--- config.mk ---
export PLATFORM = sky130hd
export DESIGN_NAME = scc_regs
export DESIGN_NICKNAME = d
export VERILOG_FILES = /design/src/design/scc_pkg.sv /design/src/design/scc_ramp_timer.sv /design/src/design/scc_regs.sv
export VERILOG_INCLUDE_DIRS = /design/src /design/src/design
export SDC_FILE = /design/constraint.sdc
export NUM_CORES = 1
export LEC_CHECK = 0
export ABC_AREA = 0
export BUFFER_PORTS_ARGS = -buffer_cell sky130_fd_sc_hd__buf_2
export CORE_ASPECT_RATIO = 1.75
export CORE_MARGIN = 2
export CORE_UTILIZATION = 55
export DETAILED_ROUTE_END_ITERATION = 12
export PLACE_DENSITY_LB_ADDON = 0.05
export SLEW_MARGIN = 20
export SYNTH_ARGS = -nofsm -noshare
export SYNTH_HDL_FRONTEND = slang
export SYNTH_SLANG_ARGS = --single-unit
--- constraint.sdc ---
create_clock -name clk -period 4.13 [get_ports clk]
set_input_delay 0.2065 -clock clk [delete_from_list [all_inputs] [get_ports clk]]
set_output_delay 0.2065 -clock clk [all_outputs]
set_load 0.02 [all_outputs]
--- src/design/scc_cfg.svh ---
// Notes on behaviour
// - Reserved bits drop written values and always read back as zero.
// - Two-phase slew word: capacitor code bits 9:6, current code bits 5:0.
// - One capacitor code step is 1.85 pF of ramp capacitance.
// - One current code step is 0.25 uA of charging current.
// - One-phase slew word: capacitor bit 6, current bits 5:0, bits 15:7 reserved.
// - Two-phase time limit: bits 7:0 in 5 ns units (code counts one unit per 100 ns clock), bits 15:8 reserved.
// - One-phase time limit: 8-bit field in 5 ns units (code counts one unit per 100 ns clock), upper byte reserved.
// - On time-limit expiry the current source stops and ramp voltage holds.
`ifndef SCC_CFG_SVH
`define SCC_CFG_SVH
`define SCC_OFS_SLEW_2P      8'hd8
`define SCC_OFS_LIMIT_2P     8'hd9
`define SCC_OFS_SLEW_1P      8'hda
`define SCC_OFS_LIMIT_1P     8'hdb
`define SCC_CUR_LSB          0
`define SCC_CUR_MSB          5
`define SCC_CAP2_LSB         6
`define SCC_CAP2_MSB         9
`define SCC_CAP1_BIT         6
`define SCC_LIM_MSB          7
`define SCC_RST_SLEW         16'h0000
`define SCC_RST_LIMIT        16'h0000
`define SCC_TICK_NS          5
`define SCC_CLK_NS           100
`define SCC_TICK_CYC         ((`SCC_TICK_NS + `SCC_CLK_NS - 1) / `SCC_CLK_NS)
`define SCC_CAP_FF           1850
`define SCC_CUR_NA           250
`endif

--- src/design/scc_pkg.sv ---
package scc_pkg;
    typedef enum logic [1:0] {
        SCC_PH_ONE,
        SCC_PH_TWO,
        SCC_PH_OTHER
    } scc_phase_t;
    typedef enum logic [1:0] {
        SCC_IDLE,
        SCC_RAMP,
        SCC_HOLD
    } scc_ramp_t;
endpackage

--- src/design/scc_ramp_timer.sv ---
`timescale 1ns/10ps
`include "scc_cfg.svh"
module scc_ramp_timer #(
    parameter int CNT_W = 8
) (
    // Clock and reset
    input  wire logic             clk,
    input  wire logic             srst,
    // Control
    input  wire logic             tick,
    input  wire logic             ramp_start,
    input  wire logic [CNT_W-1:0] limit,
    // Status
    output logic                  source_on,
    output logic                  ramp_hold
);
    scc_pkg::scc_ramp_t state;
    scc_pkg::scc_ramp_t next_state;
    logic [CNT_W-1:0]   count;
    logic [CNT_W-1:0]   next_count;

    always_comb begin
        next_state = state;
        next_count = count;
        if (ramp_start) begin
            next_count = '0;
            next_state = (limit == '0) ? scc_pkg::SCC_HOLD : scc_pkg::SCC_RAMP;
        end else begin
            case (state)
                scc_pkg::SCC_RAMP: begin
                    if (tick) begin
                        next_count = count + 1'b1;
                        // Stop source, freeze ramp once limit reached
                        if (count + 1'b1 >= limit) begin
                            next_state = scc_pkg::SCC_HOLD;
                        end
                    end
                end
                scc_pkg::SCC_HOLD: begin
                    next_state = scc_pkg::SCC_HOLD;
                end
                default: begin
                    next_state = scc_pkg::SCC_IDLE;
                end
            endcase
        end
    end

    always_ff @(posedge clk) begin
        if (srst) begin
            state <= scc_pkg::SCC_IDLE;
            count <= '0;
        end else begin
            state <= next_state;
            count <= next_count;
        end
    end

    assign source_on = (state == scc_pkg::SCC_RAMP);
    assign ramp_hold = (state == scc_pkg::SCC_HOLD);
endmodule

--- src/design/scc_regs.sv ---
`timescale 1ns/10ps
`include "scc_cfg.svh"
module scc_regs #(
    parameter int CUR_W = 6,
    parameter int CAP_W = 4,
    parameter int LIM_W = 8
) (
    // Clock and reset
    input  wire logic             clk,
    input  wire logic             srst,
    // Management command port
    input  wire logic [7:0]       cmd_code,
    input  wire logic             cmd_wr,
    input  wire logic             cmd_rd,
    input  wire logic [15:0]      cmd_wdata,
    output logic [15:0]           cmd_rdata,
    output logic                  cmd_ack,
    // Ramp control
    input  wire logic             single_phase,
    input  wire logic             cycle_start,
    // Ramp generator settings
    output logic [CUR_W-1:0]      ramp_current_code,
    output logic [CAP_W-1:0]      ramp_c_trim,
    output logic [LIM_W-1:0]      ramp_time_limit,
    output logic                  ramp_source_on,
    output logic                  ramp_hold
);
    ////////////////////////////////////////////////////////////////////////////
    // Register storage, only implemented bits kept
    logic [15:0] ramp_slew_two_phase;
    logic [15:0] ramp_limit_two_phase;
    logic [15:0] ramp_slew_one_phase;
    logic [15:0] ramp_limit_one_phase;
    logic [15:0] next_slew_2p;
    logic [15:0] next_limit_2p;
    logic [15:0] next_slew_1p;
    logic [15:0] next_limit_1p;
    logic [15:0] next_rdata;
    logic        next_ack;
    logic [2:0]  tick_div;
    logic [2:0]  next_tick_div;
    logic        tick;

    // Write masks: reserved bits never stored
    localparam logic [15:0] MASK_SLEW_2P  = 16'h03ff;
    localparam logic [15:0] MASK_SLEW_1P  = 16'h007f;
    localparam logic [15:0] MASK_LIMIT    = 16'h00ff;

    function automatic logic hit(input logic [7:0] code, input logic [7:0] ofs);
        hit = (code == ofs);
    endfunction

    ////////////////////////////////////////////////////////////////////////////
    // Command decode, whole 16-bit words
    always_comb begin
        next_slew_2p  = ramp_slew_two_phase;
        next_limit_2p = ramp_limit_two_phase;
        next_slew_1p  = ramp_slew_one_phase;
        next_limit_1p = ramp_limit_one_phase;
        next_rdata    = cmd_rdata;
        next_ack      = cmd_wr | cmd_rd;
        if (cmd_wr) begin
            if (hit(cmd_code, `SCC_OFS_SLEW_2P)) begin
                next_slew_2p = cmd_wdata & MASK_SLEW_2P;
            end
            if (hit(cmd_code, `SCC_OFS_LIMIT_2P)) begin
                next_limit_2p = cmd_wdata & MASK_LIMIT;
            end
            if (hit(cmd_code, `SCC_OFS_SLEW_1P)) begin
                next_slew_1p = cmd_wdata & MASK_SLEW_1P;
            end
            if (hit(cmd_code, `SCC_OFS_LIMIT_1P)) begin
                next_limit_1p = cmd_wdata & MASK_LIMIT;
            end
        end
        if (cmd_rd) begin
            // Unknown codes read zero
            case (cmd_code)
                `SCC_OFS_SLEW_2P:  next_rdata = ramp_slew_two_phase;
                `SCC_OFS_LIMIT_2P: next_rdata = ramp_limit_two_phase;
                `SCC_OFS_SLEW_1P:  next_rdata = ramp_slew_one_phase;
                `SCC_OFS_LIMIT_1P: next_rdata = ramp_limit_one_phase;
                default:           next_rdata = 16'h0000;
            endcase
        end
    end

    always_ff @(posedge clk) begin
        if (srst) begin
            ramp_slew_two_phase  <= `SCC_RST_SLEW;
            ramp_limit_two_phase <= `SCC_RST_LIMIT;
            ramp_slew_one_phase  <= `SCC_RST_SLEW;
            ramp_limit_one_phase <= `SCC_RST_LIMIT;
            cmd_rdata            <= 16'h0000;
            cmd_ack              <= 1'b0;
        end else begin
            ramp_slew_two_phase  <= next_slew_2p;
            ramp_limit_two_phase <= next_limit_2p;
            ramp_slew_one_phase  <= next_slew_1p;
            ramp_limit_one_phase <= next_limit_1p;
            cmd_rdata            <= next_rdata;
            cmd_ack              <= next_ack;
        end
    end

    ////////////////////////////////////////////////////////////////////////////
    // Select set by phase status; 1-phase cap bit lands in code LSB
    // Codes are raw: 1.85 pF and 0.25 uA per step in the analog ramp
    logic [CUR_W-1:0] next_current_code;
    logic [CAP_W-1:0] next_c_trim;
    logic [LIM_W-1:0] next_time_limit;

    always_comb begin
        if (single_phase) begin
            next_current_code = ramp_slew_one_phase[`SCC_CUR_MSB:`SCC_CUR_LSB];
            next_c_trim       = {{(CAP_W-1){1'b0}}, ramp_slew_one_phase[`SCC_CAP1_BIT]};
            next_time_limit   = ramp_limit_one_phase[`SCC_LIM_MSB:0];
        end else begin
            next_current_code = ramp_slew_two_phase[`SCC_CUR_MSB:`SCC_CUR_LSB];
            next_c_trim       = ramp_slew_two_phase[`SCC_CAP2_MSB:`SCC_CAP2_LSB];
            next_time_limit   = ramp_limit_two_phase[`SCC_LIM_MSB:0];
        end
    end

    // Registered so a phase change never glitches the analog codes
    always_ff @(posedge clk) begin
        if (srst) begin
            ramp_current_code <= '0;
            ramp_c_trim       <= '0;
            ramp_time_limit   <= '0;
        end else begin
            ramp_current_code <= next_current_code;
            ramp_c_trim       <= next_c_trim;
            ramp_time_limit   <= next_time_limit;
        end
    end

    ////////////////////////////////////////////////////////////////////////////
    // 5 ns tick; at 100 ns clock each cycle is one tick, a coarse limit
    always_comb begin
        next_tick_div = tick_div + 3'd1;
        if (tick_div >= 3'(`SCC_TICK_CYC - 1)) begin
            next_tick_div = 3'd0;
        end
    end

    always_ff @(posedge clk) begin
        if (srst) begin
            tick_div <= 3'd0;
        end else begin
            tick_div <= next_tick_div;
        end
    end

    assign tick = (tick_div >= 3'(`SCC_TICK_CYC - 1));

    scc_ramp_timer #(
        .CNT_W (LIM_W)
    ) u_timer (
        .clk        (clk),
        .srst       (srst),
        .tick       (tick),
        .ramp_start (cycle_start),
        .limit      (ramp_time_limit),
        .source_on  (ramp_source_on),
        .ramp_hold  (ramp_hold)
    );
endmodule

==> flow_metrics.tcl <==
set metrics [dict create \
    min-delay-path-class "in2reg" \
    run_status "finished clean" \
    timing.critical_path.required_ns 4.36 \
    placement_rows 36 \
    chipHeight_um 104.1 \
    synthCells 327 \
    antenna_found_initial 0 \
    design.final.nets 417 \
    startpoint_type "flip-flop" \
    design.die.area_mm2 0.006376 \
    cts_tree "built" \
    detailed_routing_iterations_pass_1 5 \
    netlist-cell-type-count 39 \
    grt_setup_unrepaired "false" \
    cts_hold_repair.buffers 0 \
    post-route-drc-count 0 \
    setup_viol 0 \
    wl_per_cell_um 14.46 \
    global_route.overflow_total 0 \
    highest_delay_cell_along_the_critical_path "sky130_fd_sc_hd__dfxtp_1" \
    io_pins 67 \
    number_of_sinks_on_the_clock_net 72 \
    post-place-cells 441 \
    finalMaxSlewViolations 0 \
    io_buffer_count 54 \
    final_sum_of_negative_setup_slack_ns 0 \
    grt_max_degree 66 \
    cpMostUsedCell "sky130_fd_sc_hd__and3_1" \
    final.period_utilization_pct 58.72 \
    timing.critical_path.cells "and3_1 -> and3_1 -> xor2_1 -> ha_1 -> a22o_1 -> nor4_1 -> o211ai_1 -> mux2_1" \
    worst_slew_pin_slew_ns 0.7194 \
    synthesis.area_mm2 0.003152 \
    total_power_mw 1.398 \
    ys_dominant_reg_cell "sky130_fd_sc_hd__dfxtp_1" \
    leakage_component_of_the_power_nw 1.526 \
    clock_latency_ns 0.35 \
    route.vias.total 2424 \
    hold-worst-slack_ns 0.09703 \
    cp-end-kind "flip-flop" \
    layout-area-overhead-vs-synth_pct 16.32 \
    detail-route-antenna-nets 0 \
    fillerInstances 480 \
    post_route_minimum_period_ns 2.425 \
    ir_worst_vdd_mv 0.2400 \
    floorplan.initialDensity_pct 56.89 \
    die_w_um 61.23 \
    cts.path.max_buffers 2 \
    wl_um 6608 \
    critical_path.max_stage_delay_ns 0.42 \
    total_power_per_unit_cell_area_mw_per_mm2 381.5 \
    final-hold-violation-count 0 \
    avgViaCountPerCell 5.304 \
    diodes 0 \
    slew_headroom_pct 51.60 \
    edff_count_synth 0 \
    grtUsageTotal_pct 22.29 \
    asyncSetResetFlopFracSynth_pct 0 \
    hpwl_um 4752 \
    critical_path_peak_fanout 5 \
    initialDrtViolationCount 64 \
    yosys_warnings 0 \
    cts_setup_buffers 0 \
    post_layout_nonfiller_instances 457 \
    post-route-cell-area_mm2 0.003666 \
    cap_violations 0 \
    clock-skew-final_ns 0.009721 \
    vias_in_the_first_global_route 2300 \
    dpl-instance-area_mm2 0.003426 \
    clk_pin_slew_worst_paths_ns 0.07 \
    fmax_ghz 0.4124 \
    clock_buffer_count_from_cts 9 \
    total_number_of_h_tree_levels 3 \
    clock_tree.root_cell "sky130_fd_sc_hd__clkbuf_8" \
    cts-resized-gates 0 \
    post_route_cells_drive_above_1_share_pct 21.78 \
    path_class "reg2reg" \
    first_pass_grt_wire_length_um 10500 \
    syn_avg_cell_area_um2 9.638 \
    globalplace.congestion 0.8320 \
    core-area_mm2 0.005540 \
    portion_of_the_post_synthesis_area_used_by_sequential_elements_pct 45.73 \
    crit_arrival_ns 2.65 \
    synth-seq-cells 72 \
]
==> final cells by class <==
type / count / area [um2] / share of cell area, %
clock buffers: 12 / 165.2 / 4.505
inverters: 11 / 41.29 / 1.126
multi-input cells: 227 / 1570 / 42.83
flip-flops and latches: 72 / 1441 / 39.32
repair buffers: 55 / 277.8 / 7.577
well taps: 76 / 95.09 / 2.594
clock inverters: 4 / 75.07 / 2.048
==> sequential cells by signal (all words and copies together), names as in the netlist <==
signal,cells
ramp_slew_one_phase,7
cmd_rdata,10
u_timer.count,8
ramp_limit_one_phase,8
cmd_ack,1
u_timer.state,2
ramp_c_trim,4
ramp_slew_two_phase,10
ramp_time_limit,8
ramp_limit_two_phase,8
ramp_current_code,6
==> worst max-delay path, delay by kind of cell, from the launching register on <==
family | cells | cell delay (ns)
flops | 1 | 0.42
simple gates | 3 | 0.73
mux | 1 | 0.35
xor+xnor | 1 | 0.16
fa+ha+maj | 1 | 0.26
compound gates | 2 | 0.39
==> metrics by stage <==
stage,utilization [%],worst slack (ns)
3_5_place_dp,61.83,1.704
3_3_place_gp,61.83,1.726
2_1_floorplan,-,2.004
4_1_cts,66.17,1.680
5_1_grt,66.17,1.468
6_report,66.17,1.705
==> power breakdown <==
group / switching [mW] / leakage, nW / internal [mW]
Combinational: 0.0421 / 0.831 / 0.0197
Clock: 0.251 / 0.115 / 0.389
Sequential: 0.000837 / 0.580 / 0.696
==> worst paths after layout <==
check                                 from                                   to  slack (ns)  cells past startpoint
max          u_timer.count[2]$_SDFFE_PP0P_        u_timer.state[1]$_SDFFE_PP0P_        1.71                      8
min                           cmd_wdata[9]  ramp_slew_two_phase[9]$_SDFFE_PP0P_         0.1                      3
max reg2reg  u_timer.count[2]$_SDFFE_PP0P_        u_timer.state[1]$_SDFFE_PP0P_        1.71                      8
min reg2reg      cmd_rdata[9]$_SDFFE_PP0P_            cmd_rdata[9]$_SDFFE_PP0P_        0.46                      2
==> cell families after synthesis <==
group / synth area share [%]
compound gates: 6.352
xor+xnor: 3.335
fa+ha+maj: 4.367
buf+inv: 5.041
flops: 45.73
mux: 18.06
other cells: 0.1190
simple gates: 16.99
==> layout by cell type, fill, tap and decap left out, types with 2 or more instances in the layout <==
master                       instances
sky130_fd_sc_hd__dfxtp_1            72
sky130_fd_sc_hd__nor2_1             62
sky130_fd_sc_hd__buf_2              54
sky130_fd_sc_hd__mux2i_1            40
sky130_fd_sc_hd__nand2_1            30
sky130_fd_sc_hd__a21oi_1            14
sky130_fd_sc_hd__clkbuf_8           12
sky130_fd_sc_hd__ha_1               11
sky130_fd_sc_hd__inv_1              10
sky130_fd_sc_hd__xor2_1              9
sky130_fd_sc_hd__a22oi_1             8
sky130_fd_sc_hd__mux4_2              7
sky130_fd_sc_hd__conb_1              6
sky130_fd_sc_hd__nand3_1             5
sky130_fd_sc_hd__nor4_1              4
sky130_fd_sc_hd__and2_1              4
sky130_fd_sc_hd__xnor2_1             3
sky130_fd_sc_hd__o211ai_1            3
sky130_fd_sc_hd__nor3_4              3
sky130_fd_sc_hd__and3_1              2
sky130_fd_sc_hd__nand4_1             2
sky130_fd_sc_hd__o21ai_0             2
sky130_fd_sc_hd__clkinvlp_4          2
sky130_fd_sc_hd__bufinv_16           2
==> routing by layer <==
| metal | vias to the layer above | share of wire [%] | track usage, % |
|---|---|---|---|
| met5 | - | 0 | 0 |
| met1 | 1145 | 40 | 24.19 |
| met3 | 14 | 3.8 | 5.846 |
| met2 | 64 | 54 | 37.69 |
| li1 | 1201 | - | - |
| met4 | 0 | 3.1 | 11.34 |
==> cell usage after synthesis, types with 2 or more instances <==
master	count	share of area (%)
sky130_fd_sc_hd__clkbuf_1	9	1.1
sky130_fd_sc_hd__buf_2	3	0.48
sky130_fd_sc_hd__inv_1	10	1.2
sky130_fd_sc_hd__nand4_1	2	0.40
sky130_fd_sc_hd__xor2_1	9	2.5
sky130_fd_sc_hd__o21ai_0	2	0.32
sky130_fd_sc_hd__nor3_4	3	1.5
sky130_fd_sc_hd__and2_1	4	0.79
sky130_fd_sc_hd__xnor2_1	3	0.83
sky130_fd_sc_hd__mux4_2	7	5.0
sky130_fd_sc_hd__a21oi_1	14	2.2
sky130_fd_sc_hd__and3_1	2	0.40
sky130_fd_sc_hd__buf_1	2	0.24
sky130_fd_sc_hd__nand2_1	30	3.6
sky130_fd_sc_hd__o211ai_1	3	0.71
sky130_fd_sc_hd__nand3_1	5	0.79
sky130_fd_sc_hd__nor4_1	4	0.79
sky130_fd_sc_hd__ha_1	11	4.4
sky130_fd_sc_hd__a22oi_1	8	1.9
sky130_fd_sc_hd__dfxtp_1	72	46
sky130_fd_sc_hd__mux2i_1	40	13
sky130_fd_sc_hd__buf_4	6	1.4
sky130_fd_sc_hd__nor2_1	62	7.4
No activity file was read; power rests on OpenSTA's default activity.
